[config.mk]
export PLATFORM = sky130hd
export DESIGN_NAME = css_clock_startup_supervisor
export DESIGN_NICKNAME = d
export VERILOG_FILES = /design/src/css_pkg.sv /design/src/css_clock_startup_supervisor.sv
export SDC_FILE = /design/constraint.sdc
export NUM_CORES = 1
export LEC_CHECK = 0
export ABC_AREA = 1
export BUFFER_PORTS_ARGS = -buffer_cell sky130_fd_sc_hd__buf_2
export CAP_MARGIN = 10
export CORE_MARGIN = 2
export CORE_UTILIZATION = 55
export CTS_CLUSTER_SIZE = 10
export DETAILED_ROUTE_END_ITERATION = 10
export HOLD_SLACK_MARGIN = 0.06
export PLACE_DENSITY = 0.78
export SYNTH_ARGS = -nofsm -noshare
export SYNTH_HDL_FRONTEND = slang
export SYNTH_SLANG_ARGS = --single-unit
[constraint.sdc]
create_clock -name i_mclk -period 1.95 [get_ports i_mclk]
set_clock_uncertainty 0.05 [all_clocks]
set_input_delay 0.39 -clock i_mclk [delete_from_list [all_inputs] [get_ports i_mclk]]
set_output_delay 0.39 -clock i_mclk [all_outputs]
set_load 0.03 [all_outputs]
[src/css_pkg.sv]
// Constants and state encoding for the clock start-up supervisor.
package css_pkg;

  // ****************************************************************
  // Timing
  // ****************************************************************
  localparam int unsigned CSS_CLK_MHZ = 100;
  // Quality check time-out, shortest documented figure, in ms.
  localparam int unsigned CSS_QC_TIMEOUT_MS = 450;
  localparam int unsigned CSS_QC_TIMEOUT_CYC =
    CSS_QC_TIMEOUT_MS * CSS_CLK_MHZ * 1000;
  // Clock monitor fail threshold, lowest documented figure, in kHz.
  localparam int unsigned CSS_MON_FAIL_KHZ = 50;
  // Longest oscillator period accepted, rounded down to whole cycles.
  localparam int unsigned CSS_MON_FAIL_CYC =
    (CSS_CLK_MHZ * 1000) / CSS_MON_FAIL_KHZ;
  // Least reset pulse, in oscillator periods.
  localparam int unsigned CSS_RESET_PULSE_MIN = 2;
  // Longest wait recovery, in bus cycles.
  localparam int unsigned CSS_WAKE_MAX_CYC = 14;
  // Oscillator edges that make an oscillation valid.
  localparam int unsigned CSS_QC_OSC_EDGES = 4096;

  // ****************************************************************
  // Values after reset
  // ****************************************************************
  localparam logic CSS_POWER_ON_FLAG_RST = 1'b1;
  localparam logic CSS_OSC_TYPE_RST = 1'b1;

  // ****************************************************************
  // Sequencer states
  // ****************************************************************
  typedef enum logic [2:0] {
    CSS_ST_RESET = 3'b000,
    CSS_ST_CHECK = 3'b001,
    CSS_ST_RUN_OSC = 3'b010,
    CSS_ST_RUN_SELF = 3'b011,
    CSS_ST_STOP = 3'b100,
    CSS_ST_IDLE = 3'b101,
    CSS_ST_WAKE = 3'b110
  } css_state_e;

endpackage

[src/css_clock_startup_supervisor.sv]
// Clock start-up, recovery and monitor sequencer of the clock generator.
`timescale 1ns/1ps

// Function
// - Power-on reset release starts oscillator and quality check first.
// - Low-voltage reset release starts oscillator and quality check too.
// - No valid oscillation before time-out selects the internal self clock.
// - Reset pin held two oscillator periods produces an internal reset.
// - External reset with running oscillator fetches reset vector, no check.
// - STOP ends only on external interrupt or reset, then full quality check.
// - Pseudo STOP or wait wakes on any interrupt without a check.
// - Interrupt vector fetch starts within 14 bus cycles after such wake.
// - Oscillator-select strap sampled during reset picks the oscillator type.
// - Every oscillator start, including after failure, runs the check.
// - Clock monitor flags failure when oscillator frequency drops too low.
// - Power-on reset sets the power-on flag; clear means SRAM retained.
module css_clock_startup_supervisor
  import css_pkg::*;
#(
  parameter int unsigned QC_TIMEOUT_CYCLES = CSS_QC_TIMEOUT_CYC,
  parameter int unsigned QC_OSC_EDGES = CSS_QC_OSC_EDGES
) (
  // Clock and reset
  input wire logic i_mclk,
  input wire logic i_resetn,
  // Supply monitors and reset pin, asynchronous
  input wire logic i_power_on_reset,
  input wire logic i_low_voltage_reset,
  input wire logic i_ext_resetn,
  // Oscillator side, asynchronous
  input wire logic i_osc_clk,
  input wire logic i_osc_type_strap,
  // Interrupts and low-power requests
  input wire logic i_ext_irq,
  input wire logic i_int_irq,
  input wire logic i_stop_req,
  input wire logic i_pstop_req,
  input wire logic i_wait_req,
  // Flag control
  input wire logic i_power_on_flag_clr,
  // Clock control outputs
  output logic o_osc_enable,
  output logic o_sys_clk_osc,
  output logic o_self_clock,
  output logic o_clocks_released,
  output logic o_osc_colpitts,
  // Reset and vector outputs
  output logic o_internal_reset,
  output logic o_fetch_reset_vector,
  output logic o_fetch_irq_vector,
  // Status outputs
  output logic o_power_on_flag,
  output logic o_monitor_fail,
  output logic o_check_active
);

  // The check counters below are 26 and 16 bits wide.
  if (QC_TIMEOUT_CYCLES < 1 ||
      QC_TIMEOUT_CYCLES > 32'h03FFFFFF) begin : g_bad_timeout
    $error("QC_TIMEOUT_CYCLES out of range");
  end
  if (QC_OSC_EDGES < 2 || QC_OSC_EDGES > 32'h0000FFFF) begin : g_bad_edges
    $error("QC_OSC_EDGES out of range");
  end

  // ****************************************************************
  // Input synchronisers
  // ****************************************************************
  // Oscillators above half the sampling rate alias; the monitor then
  // sees fewer edges, which can only make a check pass later.
  logic [6:0] sync1_q;
  logic [6:0] sync2_q;
  logic osc_prev_q;
  wire [6:0] async_in = {i_osc_clk, i_power_on_reset, i_low_voltage_reset,
                         ~i_ext_resetn, i_osc_type_strap, i_ext_irq,
                         i_int_irq};

  always_ff @(posedge i_mclk or negedge i_resetn) begin
    if (!i_resetn) begin
      sync1_q <= 7'h00;
      sync2_q <= 7'h00;
      osc_prev_q <= 1'b0;
    end else begin
      sync1_q <= async_in;
      sync2_q <= sync1_q;
      osc_prev_q <= sync2_q[6];
    end
  end

  wire osc_s = sync2_q[6];
  wire por_s = sync2_q[5];
  wire lvr_s = sync2_q[4];
  wire pin_rst_s = sync2_q[3];
  wire strap_s = sync2_q[2];
  wire ext_irq_s = sync2_q[1];
  wire int_irq_s = sync2_q[0];
  wire osc_edge = osc_s & ~osc_prev_q;
  wire supply_rst = por_s | lvr_s;

  // ****************************************************************
  // Counters and state
  // ****************************************************************
  css_state_e state_q;
  css_state_e state_d;
  logic [25:0] tmo_q;
  logic [15:0] edges_q;
  logic [11:0] mon_q;
  logic [1:0] pin_cnt_q;
  logic [3:0] wake_q;
  logic osc_ran_q;
  logic from_reset_q;
  logic after_fail_q;
  logic self_mode_q;

  localparam logic [25:0] TMO_END = 26'(QC_TIMEOUT_CYCLES - 1);
  localparam logic [15:0] EDGES_END = 16'(QC_OSC_EDGES);
  localparam logic [11:0] MON_END = 12'(CSS_MON_FAIL_CYC);
  localparam logic [1:0] PIN_END = 2'(CSS_RESET_PULSE_MIN);
  localparam logic [3:0] WAKE_END = 4'(CSS_WAKE_MAX_CYC - 1);

  wire in_check = (state_q == CSS_ST_CHECK);
  wire osc_valid = in_check && (edges_q == EDGES_END);
  wire check_tmo = in_check && !osc_valid && (tmo_q == TMO_END);
  wire osc_running = (state_q == CSS_ST_RUN_OSC) ||
                     (state_q == CSS_ST_IDLE && !self_mode_q) ||
                     (state_q == CSS_ST_WAKE && !self_mode_q);
  wire mon_fail = osc_running && (mon_q == MON_END);
  // Pulse width counts oscillator edges; on self clock, bus cycles.
  wire pin_tick = osc_running ? osc_edge : 1'b1;
  wire pin_rst_hit = pin_rst_s && (pin_cnt_q == PIN_END);
  wire any_irq = ext_irq_s | int_irq_s;
  wire wake_done = (state_q == CSS_ST_WAKE) && (wake_q == WAKE_END);
  wire run_state = (state_q == CSS_ST_RUN_OSC) ||
                   (state_q == CSS_ST_RUN_SELF);

  always_comb begin
    state_d = state_q;
    unique case (state_q)
      CSS_ST_RESET: begin
        if (!supply_rst && !pin_rst_s) begin
          if (osc_ran_q) begin
            state_d = CSS_ST_RUN_OSC;
          end else begin
            state_d = CSS_ST_CHECK;
          end
        end
      end
      CSS_ST_CHECK: begin
        if (osc_valid) begin
          state_d = CSS_ST_RUN_OSC;
        end else if (check_tmo) begin
          state_d = CSS_ST_RUN_SELF;
        end
      end
      CSS_ST_RUN_OSC, CSS_ST_RUN_SELF: begin
        if (mon_fail) begin
          state_d = CSS_ST_CHECK;
        end else if (i_stop_req) begin
          state_d = CSS_ST_STOP;
        end else if (i_pstop_req || i_wait_req) begin
          state_d = CSS_ST_IDLE;
        end
      end
      CSS_ST_STOP: begin
        if (ext_irq_s) begin
          state_d = CSS_ST_CHECK;
        end
      end
      CSS_ST_IDLE: begin
        if (mon_fail) begin
          state_d = CSS_ST_CHECK;
        end else if (any_irq) begin
          state_d = CSS_ST_WAKE;
        end
      end
      CSS_ST_WAKE: begin
        if (wake_done) begin
          state_d = self_mode_q ? CSS_ST_RUN_SELF : CSS_ST_RUN_OSC;
        end
      end
      default: begin
        state_d = CSS_ST_RESET;
      end
    endcase
    if (supply_rst || pin_rst_hit) begin
      state_d = CSS_ST_RESET;
    end
  end

  always_ff @(posedge i_mclk or negedge i_resetn) begin
    if (!i_resetn) begin
      state_q <= CSS_ST_RESET;
    end else begin
      state_q <= state_d;
    end
  end

  // ****************************************************************
  // Check, monitor, pin and wake counters
  // ****************************************************************
  always_ff @(posedge i_mclk or negedge i_resetn) begin
    if (!i_resetn) begin
      tmo_q <= 26'h0000000;
      edges_q <= 16'h0000;
    end else if (!in_check || state_d != CSS_ST_CHECK) begin
      tmo_q <= 26'h0000000;
      edges_q <= 16'h0000;
    end else begin
      tmo_q <= tmo_q + 26'h0000001;
      if (osc_edge) begin
        edges_q <= edges_q + 16'h0001;
      end
    end
  end

  always_ff @(posedge i_mclk or negedge i_resetn) begin
    if (!i_resetn) begin
      mon_q <= 12'h000;
    end else if (osc_edge || !osc_running) begin
      mon_q <= 12'h000;
    end else if (mon_q != MON_END) begin
      mon_q <= mon_q + 12'h001;
    end
  end

  always_ff @(posedge i_mclk or negedge i_resetn) begin
    if (!i_resetn) begin
      pin_cnt_q <= 2'h0;
    end else if (!pin_rst_s) begin
      pin_cnt_q <= 2'h0;
    end else if (pin_tick && pin_cnt_q != PIN_END) begin
      pin_cnt_q <= pin_cnt_q + 2'h1;
    end
  end

  always_ff @(posedge i_mclk or negedge i_resetn) begin
    if (!i_resetn) begin
      wake_q <= 4'h0;
    end else if (state_q != CSS_ST_WAKE) begin
      wake_q <= 4'h0;
    end else begin
      wake_q <= wake_q + 4'h1;
    end
  end

  // ****************************************************************
  // History flags
  // ****************************************************************
  // A supply reset forgets the oscillator; a pin reset keeps it.
  wire osc_ran_d = supply_rst ? 1'b0 :
                   (state_q == CSS_ST_RESET) ? osc_ran_q :
                   osc_running;
  wire from_reset_d = (state_q == CSS_ST_RESET) ? 1'b1 :
                      run_state ? 1'b0 : from_reset_q;
  wire after_fail_d = mon_fail ? 1'b1 :
                      (state_q == CSS_ST_STOP ||
                       state_q == CSS_ST_RESET) ? 1'b0 : after_fail_q;
  wire self_mode_d = (state_q == CSS_ST_RUN_SELF) ? 1'b1 :
                     (state_q == CSS_ST_RUN_OSC) ? 1'b0 : self_mode_q;

  always_ff @(posedge i_mclk or negedge i_resetn) begin
    if (!i_resetn) begin
      osc_ran_q <= 1'b0;
      from_reset_q <= 1'b1;
      after_fail_q <= 1'b0;
      self_mode_q <= 1'b0;
    end else begin
      osc_ran_q <= osc_ran_d;
      from_reset_q <= from_reset_d;
      after_fail_q <= after_fail_d;
      self_mode_q <= self_mode_d;
    end
  end

  // ****************************************************************
  // Output decode
  // ****************************************************************
  wire st_run_d = (state_d == CSS_ST_RUN_OSC) ||
                  (state_d == CSS_ST_RUN_SELF);
  wire osc_enable_d = (state_d != CSS_ST_STOP) &&
                      (state_d != CSS_ST_RUN_SELF) &&
                      !(state_d == CSS_ST_IDLE && self_mode_d) &&
                      !(state_d == CSS_ST_WAKE && self_mode_d);
  wire sys_osc_d = (state_d == CSS_ST_RUN_OSC) ||
                   ((state_d == CSS_ST_IDLE || state_d == CSS_ST_WAKE) &&
                    !self_mode_d);
  // After a monitor failure the system keeps running on the self clock
  // while the restarted oscillator is checked.
  wire released_d = st_run_d ||
                    (state_d == CSS_ST_CHECK && after_fail_d);
  wire fetch_rst_d = st_run_d && !run_state && from_reset_q;
  wire fetch_irq_d = (wake_done ||
                      (in_check && st_run_d && !from_reset_q &&
                       !after_fail_q));
  // The strap follows the pin only while the sequencer is in reset.
  wire osc_type_d = (state_q == CSS_ST_RESET) ? strap_s : o_osc_colpitts;
  wire pof_d = por_s | (o_power_on_flag & ~i_power_on_flag_clr);

  always_ff @(posedge i_mclk or negedge i_resetn) begin
    if (!i_resetn) begin
      o_osc_enable <= 1'b0;
      o_sys_clk_osc <= 1'b0;
      o_self_clock <= 1'b1;
      o_clocks_released <= 1'b0;
      o_osc_colpitts <= CSS_OSC_TYPE_RST;
      o_internal_reset <= 1'b1;
      o_fetch_reset_vector <= 1'b0;
      o_fetch_irq_vector <= 1'b0;
      o_power_on_flag <= CSS_POWER_ON_FLAG_RST;
      o_monitor_fail <= 1'b0;
      o_check_active <= 1'b0;
    end else begin
      o_osc_enable <= osc_enable_d;
      o_sys_clk_osc <= sys_osc_d;
      o_self_clock <= ~sys_osc_d;
      o_clocks_released <= released_d;
      o_osc_colpitts <= osc_type_d;
      o_internal_reset <= (state_d == CSS_ST_RESET);
      o_fetch_reset_vector <= fetch_rst_d;
      o_fetch_irq_vector <= fetch_irq_d;
      o_power_on_flag <= pof_d;
      o_monitor_fail <= mon_fail | (o_monitor_fail & ~run_state &
                                    ~(state_q == CSS_ST_RESET));
      o_check_active <= (state_d == CSS_ST_CHECK);
    end
  end

endmodule // css_clock_startup_supervisor

==> run summary, run 1 <==
The standard cell core area is a little under 8000 um2. Summed over all layers, the global routing overflow is 0. The global placer's final weighted congestion is around 0.85. The fraction of final layout cells with drive strength greater than 1 came out at 0.2732. The via count of the first global-routing pass is roughly 3700. STA puts the critical path data required time at between 2000 and 2500 ps. The cell total after placement is about 680. The flow ran to the end, but the final reports show violations. The number of max-cap violations is 0. The most frequent cell on the critical path is sky130_fd_sc_hd__nand2_2.

The routed design has 10450 um of wire. The initial core utilization came out at 0.5678. In this run the cell area of the synthesized design comes to between 4000 and 5000 um2. Detailed placement finished with a half-perimeter wire length of 6337 um.

The number of instances in the synthesized netlist is between 500 and 600. The number of routed nets with antenna violations is 0. The initial DRC count is 200. By count the netlist is led by 116 x sky130_fd_sc_hd__nand2_1, 100 x sky130_fd_sc_hd__nor2_1, 88 x sky130_fd_sc_hd__dfrtp_1. The insertion delay of the later-clocked pin in the worst-skew pair is 360 ps. The maximum count of clock buffers along a single path is 2. The floorplan row count came out at 32. The clock transition at the registers of the reported paths is ~90 ps. The utilization of the core after routing is 0.7167. Setup repair after global routing could not meet its margin everywhere.

Headroom to the max-slew limit came out at 0.7562. The count of final hold-check violations came to 0. The endpoint identified for the worst register-to-register timing path is tmo_q[17]. The total of warnings raised by yosys is 0. The data arrival time of the worst path came out at 2290 ps.

The die outline width is around 94 um. In this run the worst setup path terminates at tmo_q[17]. The pre-antenna-repair detailed-routing pass consisted of 6 iterations. The share of Yosys cell area claimed by the top area cell type came out at 0.4993.

Ranked by total cell area, the synthesized netlist is headed by sky130_fd_sc_hd__dfrtp_1 50%, sky130_fd_sc_hd__nand2_1 9.9%, sky130_fd_sc_hd__nor2_1 8.5%. For the pin with the worst max-slew slack, the measured transition is about 360 ps. Of the total synthesized cell area, the portion taken by full adders, half adders and majority gates is 0.02270. IR analysis of the VDD net gives a maximum drop of 0.0004944 V. The checks that failed: negative setup slack.

The setup total negative slack came out at -2331 ps. The floorplan step defined a die boundary enclosing around 8800 um2. In this run the most critical hold path is launched from i_osc_type_strap.

The areal power density over the cells came out at 618.5 nW/um2. In this run, synthesis inferred 0 flip-flops with an integrated enable. The compound-gate portion of the synthesized area is 0.06043. The average wire length per cell after detail routing came out at roughly 15 um.

The final count of pins violating max slew came out at 0. Of the synthesized area, sequential elements account for 0.5291. Excluding fillers, the count of instances in the completed layout stands at 717. TritonCTS built the clock tree. The number of buffers created by CTS came out at 9. The most numerous cell in the Yosys netlist is sky130_fd_sc_hd__nand2_1. The critical path capture point type is a register. The global-route wire length before repair is ~16000 um. The largest stage delay on the critical path is ~400 ps.

The count of nets after finishing came out at ~630. The average footprint of a synthesized cell is 8.213 um2. For this design, the sink count on the clock tree is slightly above 90.

By area, the combinational part of the netlist is dominated by simple AND/OR/NAND/NOR gates. CTS placed an instance of sky130_fd_sc_hd__clkbuf_8 at the clock tree root. The detailed-route via count is about 3900. The height of the die is ~94 um. 0 antenna diodes ended up in the layout.

Counting instances, the worst hold path has a depth of 1. The first element of the critical path is mon_q[1]. The post-route worst setup slack came out at -93.76 ps. The final total power is between 3 and 4 mW. In the synthesized netlist the dominant register cell turns out to be sky130_fd_sc_hd__dfrtp_1. The worst setup path is launched from a register. The startpoint identified for the worst register-to-register timing path is mon_q[1]. For this design, the slowest cell found on the critical path is sky130_fd_sc_hd__dfrtp_1. The global-route track usage on met3 is 0.05077. The initial antenna violation count is 0. The multiplexer share of the synthesized area is 0.

The count of final setup violators came out at approximately 40. The static leakage power is around 2.5 nW. Of all cell types, the one taking the most synthesized area is sky130_fd_sc_hd__dfrtp_1.

The shortest period the worst path allows is a little over 2000 ps. In this run the register-to-register setup slack is -90 ps. The via count normalized by instance count is 5.375. In the routed design, unresolved DRC markers number 0.

The simple logic cell fraction of the synthesized area came out at 0.2746. The worst setup path is of the register to register kind. The flop and latch count out of synthesis came out at 93. The maximum level of the CTS H-tree came out at 3. Counting flops with an async set or reset pin after synthesis yields a share of 1.000.

The count of different cell masters after synthesis is 30. The number of cells on the worst reg-to-reg path is 15. The met1 track demand over resource in global routing is 0.2690. The type of the worst min-delay path is primary input to register. The period utilization is 1.048.

24 I/O pins were placed. The highest fanout seen on the critical path came out at 8. The met2 track utilization from global routing is 0.3975. Based on the critical path, the design can be clocked at up to between 400 and 500 MHz. The filler cell count in the final layout came out at about 540. The synthesized net count is 558. In this run the most used layer during global routing was met2.

The layout overhead on the synthesized area is 26.21%. The largest net degree at the start of global routing came out at 46. The count of port buffers added during placement is 23. The critical path goes through inv_2, ha_4, nand2_2, nor2_2, nand2_1, nor2_2, nand2_2, nand2_2, a21oi_2, nand2_1, nand2_2, nor2_4, nand2_8, clkbuf_16, nor2_1.

For this run, the total global-route usage over all layers was measured as 0.2243. The synthesized-area fraction occupied by xor and xnor cells is 0.04567.
[power by group]
group / switching [mW] / internal [mW] / leakage (nW)
Sequential: 0.0155 / 1.96 / 1.24
Clock: 0.675 / 0.633 / 0.103
Combinational: 0.104 / 0.0536 / 1.13
[stage by stage]
stage	setup slack [ps]	instance area [um2]	hold slack, ps
floorplan	97.36	4410	44.41
global placement	39.57	4837	274.7
detailed placement	-21.85	4837	277.6
CTS	17.50	5184	70.53
global route	-226.1	5567	61.54
finish	-93.76	5567	72.79
[what timing repair did]
item,CTS,global route
gates cloned,1,6
hold buffers,1,0
endpoints found under the hold margin,22,0
setup buffers,7,5
endpoints found under the setup margin,44,51
gates resized for setup,18,73
pin swaps,4,16
[layout make-up]
| cell class | count | area (um2) | area share |
|---|---|---|---|
| inverter | 73 | 274.0 | 0.04922 |
| tap | 102 | 127.6 | 0.02293 |
| multi-input combinational | 366 | 2053 | 0.3688 |
| timing repair buffer | 67 | 573.1 | 0.1029 |
| clock inverter | 5 | 61.31 | 0.01101 |
| sequential | 93 | 2336 | 0.4196 |
| clock buffer | 11 | 141.4 | 0.02540 |
[critical path: cells and delay by family, from the launching register on]
family | cells | cell delay (ps)
fa+ha+maj | 1 | 140
simple gates | 11 | 1060
compound gates | 1 | 60
flops | 1 | 400
buf+inv | 2 | 280
[kinds of logic after synthesis]
family / Yosys count
AND/OR/NAND/NOR: 286
flip-flops: 93
buffers and inverters: 78
AO/OA/AOI/OAI: 49
XOR/XNOR: 23
adder cells (fa/ha/maj): 8
[how the worst min path moves through the flow]
stage	to	slack, ps
after global placement	mon_q[7]	270
after CTS	sync1_q[0]	70
after floorplan	after_fail_q	40
after detailed placement	mon_q[8]	280
after global routing	sync1_q[2]	60
final	sync1_q[2]	70
[registers in the layout (all words and copies together) (netlist names), 2 cells and up]
signal     flops
sync2_q        7
pin_cnt_q      2
tmo_q         26
mon_q         12
sync1_q        7
wake_q         4
state_q        3
edges_q       16
[layout by cell type, fill, tap and decap left out, types with 5 or more instances in the layout]
master / instances
sky130_fd_sc_hd__xnor2_1: 9
sky130_fd_sc_hd__o21ai_0: 23
sky130_fd_sc_hd__clkbuf_8: 10
sky130_fd_sc_hd__inv_1: 61
sky130_fd_sc_hd__inv_2: 12
sky130_fd_sc_hd__ha_1: 6
sky130_fd_sc_hd__xor2_1: 13
sky130_fd_sc_hd__nand3_1: 29
sky130_fd_sc_hd__nor3_1: 12
sky130_fd_sc_hd__nand2_1: 107
sky130_fd_sc_hd__a21oi_1: 14
sky130_fd_sc_hd__nor2_1: 60
sky130_fd_sc_hd__dfstp_2: 5
sky130_fd_sc_hd__nand4_1: 12
sky130_fd_sc_hd__buf_2: 22
sky130_fd_sc_hd__nor2_2: 28
sky130_fd_sc_hd__dfrtp_1: 86
sky130_fd_sc_hd__nand2_2: 10
sky130_fd_sc_hd__nor2_4: 17
sky130_fd_sc_hd__buf_4: 35
[per-layer routing]
| metal | wire length, um | vias up |
|---|---|---|
| met2 | 5518 | 129 |
| met4 | 327 | 0 |
| met3 | 481 | 37 |
| met1 | 4124 | 1851 |
| met5 | 0 | - |
| li1 | - | 1837 |
(Power assumes the default switching activity.)
==> run 2: changes to the inputs <==
--- a/config.mk
+++ b/config.mk
@@ -9,11 +9,11 @@
 export BUFFER_PORTS_ARGS = -buffer_cell sky130_fd_sc_hd__buf_2
 export CAP_MARGIN = 10
 export CORE_MARGIN = 2
-export CORE_UTILIZATION = 55
+export CORE_UTILIZATION = 61
 export CTS_CLUSTER_SIZE = 10
 export DETAILED_ROUTE_END_ITERATION = 10
 export HOLD_SLACK_MARGIN = 0.06
-export PLACE_DENSITY = 0.78
+export PLACE_DENSITY = 0.82
 export SYNTH_ARGS = -nofsm -noshare
 export SYNTH_HDL_FRONTEND = slang
 export SYNTH_SLANG_ARGS = --single-unit
==> constraint.sdc (replaced) <==
create_clock -name i_mclk -period 2.2 [get_ports i_mclk]
set_clock_uncertainty 0.05 [all_clocks]
set_input_delay 0.44 -clock i_mclk [delete_from_list [all_inputs] [get_ports i_mclk]]
set_output_delay 0.44 -clock i_mclk [all_outputs]
set_load 0.03 [all_outputs]
==> run summary, run 2 (synthesis results as in run 1) <==
The run finished with clean final reports. The static leakage power came out at 2.293 nW (-7.3%). The count of final hold-check violations is 0 (unchanged). The count of nets after finishing came out at 599 (-5.1%). The fraction of final layout cells with drive strength greater than 1 came out at 0.1424 (-0.1308). The number of routed nets with antenna violations came out at 0 (unchanged). Leaving out fill and tap cells, the most frequent cells in the layout are 114 x sky130_fd_sc_hd__nand2_1, 92 x sky130_fd_sc_hd__nor2_1, 88 x sky130_fd_sc_hd__dfrtp_1. The die area came out at 7926 um2 (-9.4%).

The first-pass detailed-route iteration total is 5 (-1). The register-to-register setup slack came out at 160 ps (+260 ps). The global placer's final weighted congestion is 0.9659 (+13%). The highest fanout seen on the critical path came out at 20 (+12). The initial antenna violation count is 0 (unchanged). The data arrival time of the worst path is 2290 ps (about the same). The required time at the endpoint of the critical path is 2450 ps (+260 ps). STA classifies the critical path startpoint as a register. The register bank with the most flops is tmo_q. The detailed-route via count came to 3555 (-7.8%). The cell sitting at the root of the clock tree is a sky130_fd_sc_hd__clkbuf_8. The transition time of the tightest slew-check pin was 502.4 ps (+140.0 ps).

The via count normalized by instance count came out at 5.236 (-2.6%). The number of buffers created by CTS is 9 (unchanged). The final count of pins violating max slew is 0 (unchanged). The signal on the critical path passes through inv_1, ha_2, nand2_1, nor2_1, nand2_1, nor2_2, nand2_2, nand2_1, a21oi_1, nand2_1, nand2_4, nor2_4, nand2_4, clkbuf_16, nor2_1.

The switching power summed over all nets is 0.7644 mW (-3.7%). The remaining max-slew budget at the tightest pin came out at 0.6651 (-0.09111). The floorplan row count is 30 (-6.3%).

The share of total power in the clock network came out at 0.370 (-0.010). The CTS sink count came out at 93 (unchanged). By startpoint and endpoint, the worst setup path is classified as register to register.

The global-route usage over all layers came out at 0.2347 (+0.01031). The layout overhead on the synthesized area came out at 13.08%. The maximum level of the CTS H-tree is 3 (unchanged). The number of antenna cells inserted is 0 (unchanged).

The areal power density over the cells came out at 599.1 nW/um2 (-3.1%). The average wire length per cell after detail routing was 13.08 um (-10%). The largest stage delay on the critical path came out at 420 ps (+20 ps). The share of total power in combinational logic is 0.043 (-0.003).

The global-route wire length before repair was 14340 um (-8.1%). The flip-flop count of the largest register after layout came out at 26 (unchanged). The most frequent cell on the critical path is sky130_fd_sc_hd__nand2_1.

The internal power summed over all cells came out at 2.223 mW (-16%). The count of final setup violators came out at 0 (-100%). In the final layout, the registers with the most flip-flops are tmo_q (26), edges_q (16), mon_q (12). The cell total after placement was 658 (-3.4%).

The remaining design rule violation count was 0 (unchanged). The post-route cell area came out at 4987 um2 (-10%). The number of max-cap violations is 0 (unchanged).

The height of the die came to 89.03 um (-4.8%). The share of total power in sequential cells came out at 0.587 (+0.013). The number of ports placed on the die boundary is 24 (unchanged).

The switching part of the total power was 0.2558 (+0.02516). The die outline width came to 89.03 um (-4.8%). In this run the worst hold path is classified as primary input to register.

The largest vdd supply drop is 0.0004321 V (-13%). The period utilization is 0.9264 (-0.1217). The count of port buffers added during placement is 23 (unchanged). The maximum clock frequency came out at 490.7 MHz (+0.28%). The standard cell core area came out at 6907 um2 (-11%). TritonCTS built the clock tree. The total wirelength of the detailed-routed design came out at 8882 um (-15%). The clock transition at the registers of the reported paths is 100 ps (about the same). The total placed instance area is 4702 um2 (-2.8%). The initial DRC count is 213 (+6.5%). The maximum count of clock buffers along a single path came out at 2 (unchanged). Setup repair after global routing could not meet its margin everywhere. The initial core utilization came to 0.6386 (+0.07077). The utilization of the core after routing is 0.7221 (+0.005445). The sum of buffers and inverters on the critical path was 2 (unchanged). The via count of the first global-routing pass came out at 3324 (-9.0%).

The overflow left after global routing is 0 (unchanged). STA classifies the critical path endpoint as a register. The largest net degree at the start of global routing came out at 41 (-11%). The setup total negative slack came out at 0 ps (+2331 ps). The slowest cell on the critical path is sky130_fd_sc_hd__dfrtp_1. The library cell used most frequently in the layout, excluding fill and tap cells, is sky130_fd_sc_hd__nand2_1. The post-DP HPWL was 6243 um (-1.5%). The top cell family by delay on the critical path is simple AND/OR/NAND/NOR gates. The insertion delay of the later-clocked pin in the worst-skew pair is 370 ps (about the same). The shortest period the worst path allows came out at 2038 ps (-5.667 ps). The filler-free cell count of the finished design came out at 679 (-5.3%).
run 2: routing by layer:
| metal | global-route usage | wire [um] | up-vias |
|---|---|---|---|
| met3 | 0.05171 | 317 | 17 |
| met4 | 0.07056 | 167 | 0 |
| met1 | 0.3050 | 3928 | 1685 |
| met5 | 0 | 0 | - |
| met2 | 0.3976 | 4468 | 75 |
| li1 | - | - | 1778 |
run 2: final cells by class:
type | instances | area, um2
flip-flops and latches | 93 | 2333
fillers | 521 | 1919
multi-input cells | 366 | 1817
clock inverters | 7 | 66.31
repair buffers | 35 | 252.7
clock buffers | 9 | 123.9
well taps | 96 | 120.1
inverters | 73 | 274.0
run 2: final timing paths:
path,start,to,cells after the start
setup / recovery,mon_q[0],edges_q[2],15
hold / removal,i_ext_irq,sync1_q[1],1
setup reg to reg,mon_q[0],edges_q[2],15
hold reg to reg,sync1_q[1],sync2_q[1],0
max in group asynchronous,i_resetn,o_self_clock,3
min in group asynchronous,i_resetn,sync2_q[3],2
run 2: repair_timing:
item	CTS	global route
gates resized for setup	0	14
buffers inserted	0	3
hold buffers	1	0
endpoints found under the setup margin	0	45
endpoints found under the hold margin	37	0
run 2: worst register-to-register path: cells and delay by family (launching register included):
family	cells	cell delay, ps
buffers and inverters	2	280
AOI/OAI and AO/OA	1	60
and+or+nand+nor	11	970
adders and majority gates	1	190
DFF	1	420
run 2: power groups by stage:
stage | clock network [mW] | registers (mW) | logic [mW]
2_1_floorplan | 0 | 1.79 | 0.0513
3_3_place_gp | 0 | 1.78 | 0.122
3_5_place_dp | 0 | 1.79 | 0.127
4_1_cts | 1.12 | 1.75 | 0.130
5_1_grt | 1.21 | 1.76 | 0.152
6_report | 1.11 | 1.75 | 0.130
run 2: per-stage QoR:
stage | hold slack [ps] | setup WS, ps | total power [mW]
6_report | 116.1 | 161.9 | 2.988
5_1_grt | 98.63 | -59.78 | 3.119
4_1_cts | 107.6 | 92.56 | 3.007
3_5_place_dp | 284.7 | 107.6 | 1.913
3_3_place_gp | 282.2 | 253.2 | 1.907
2_1_floorplan | 94.41 | 347.4 | 1.842
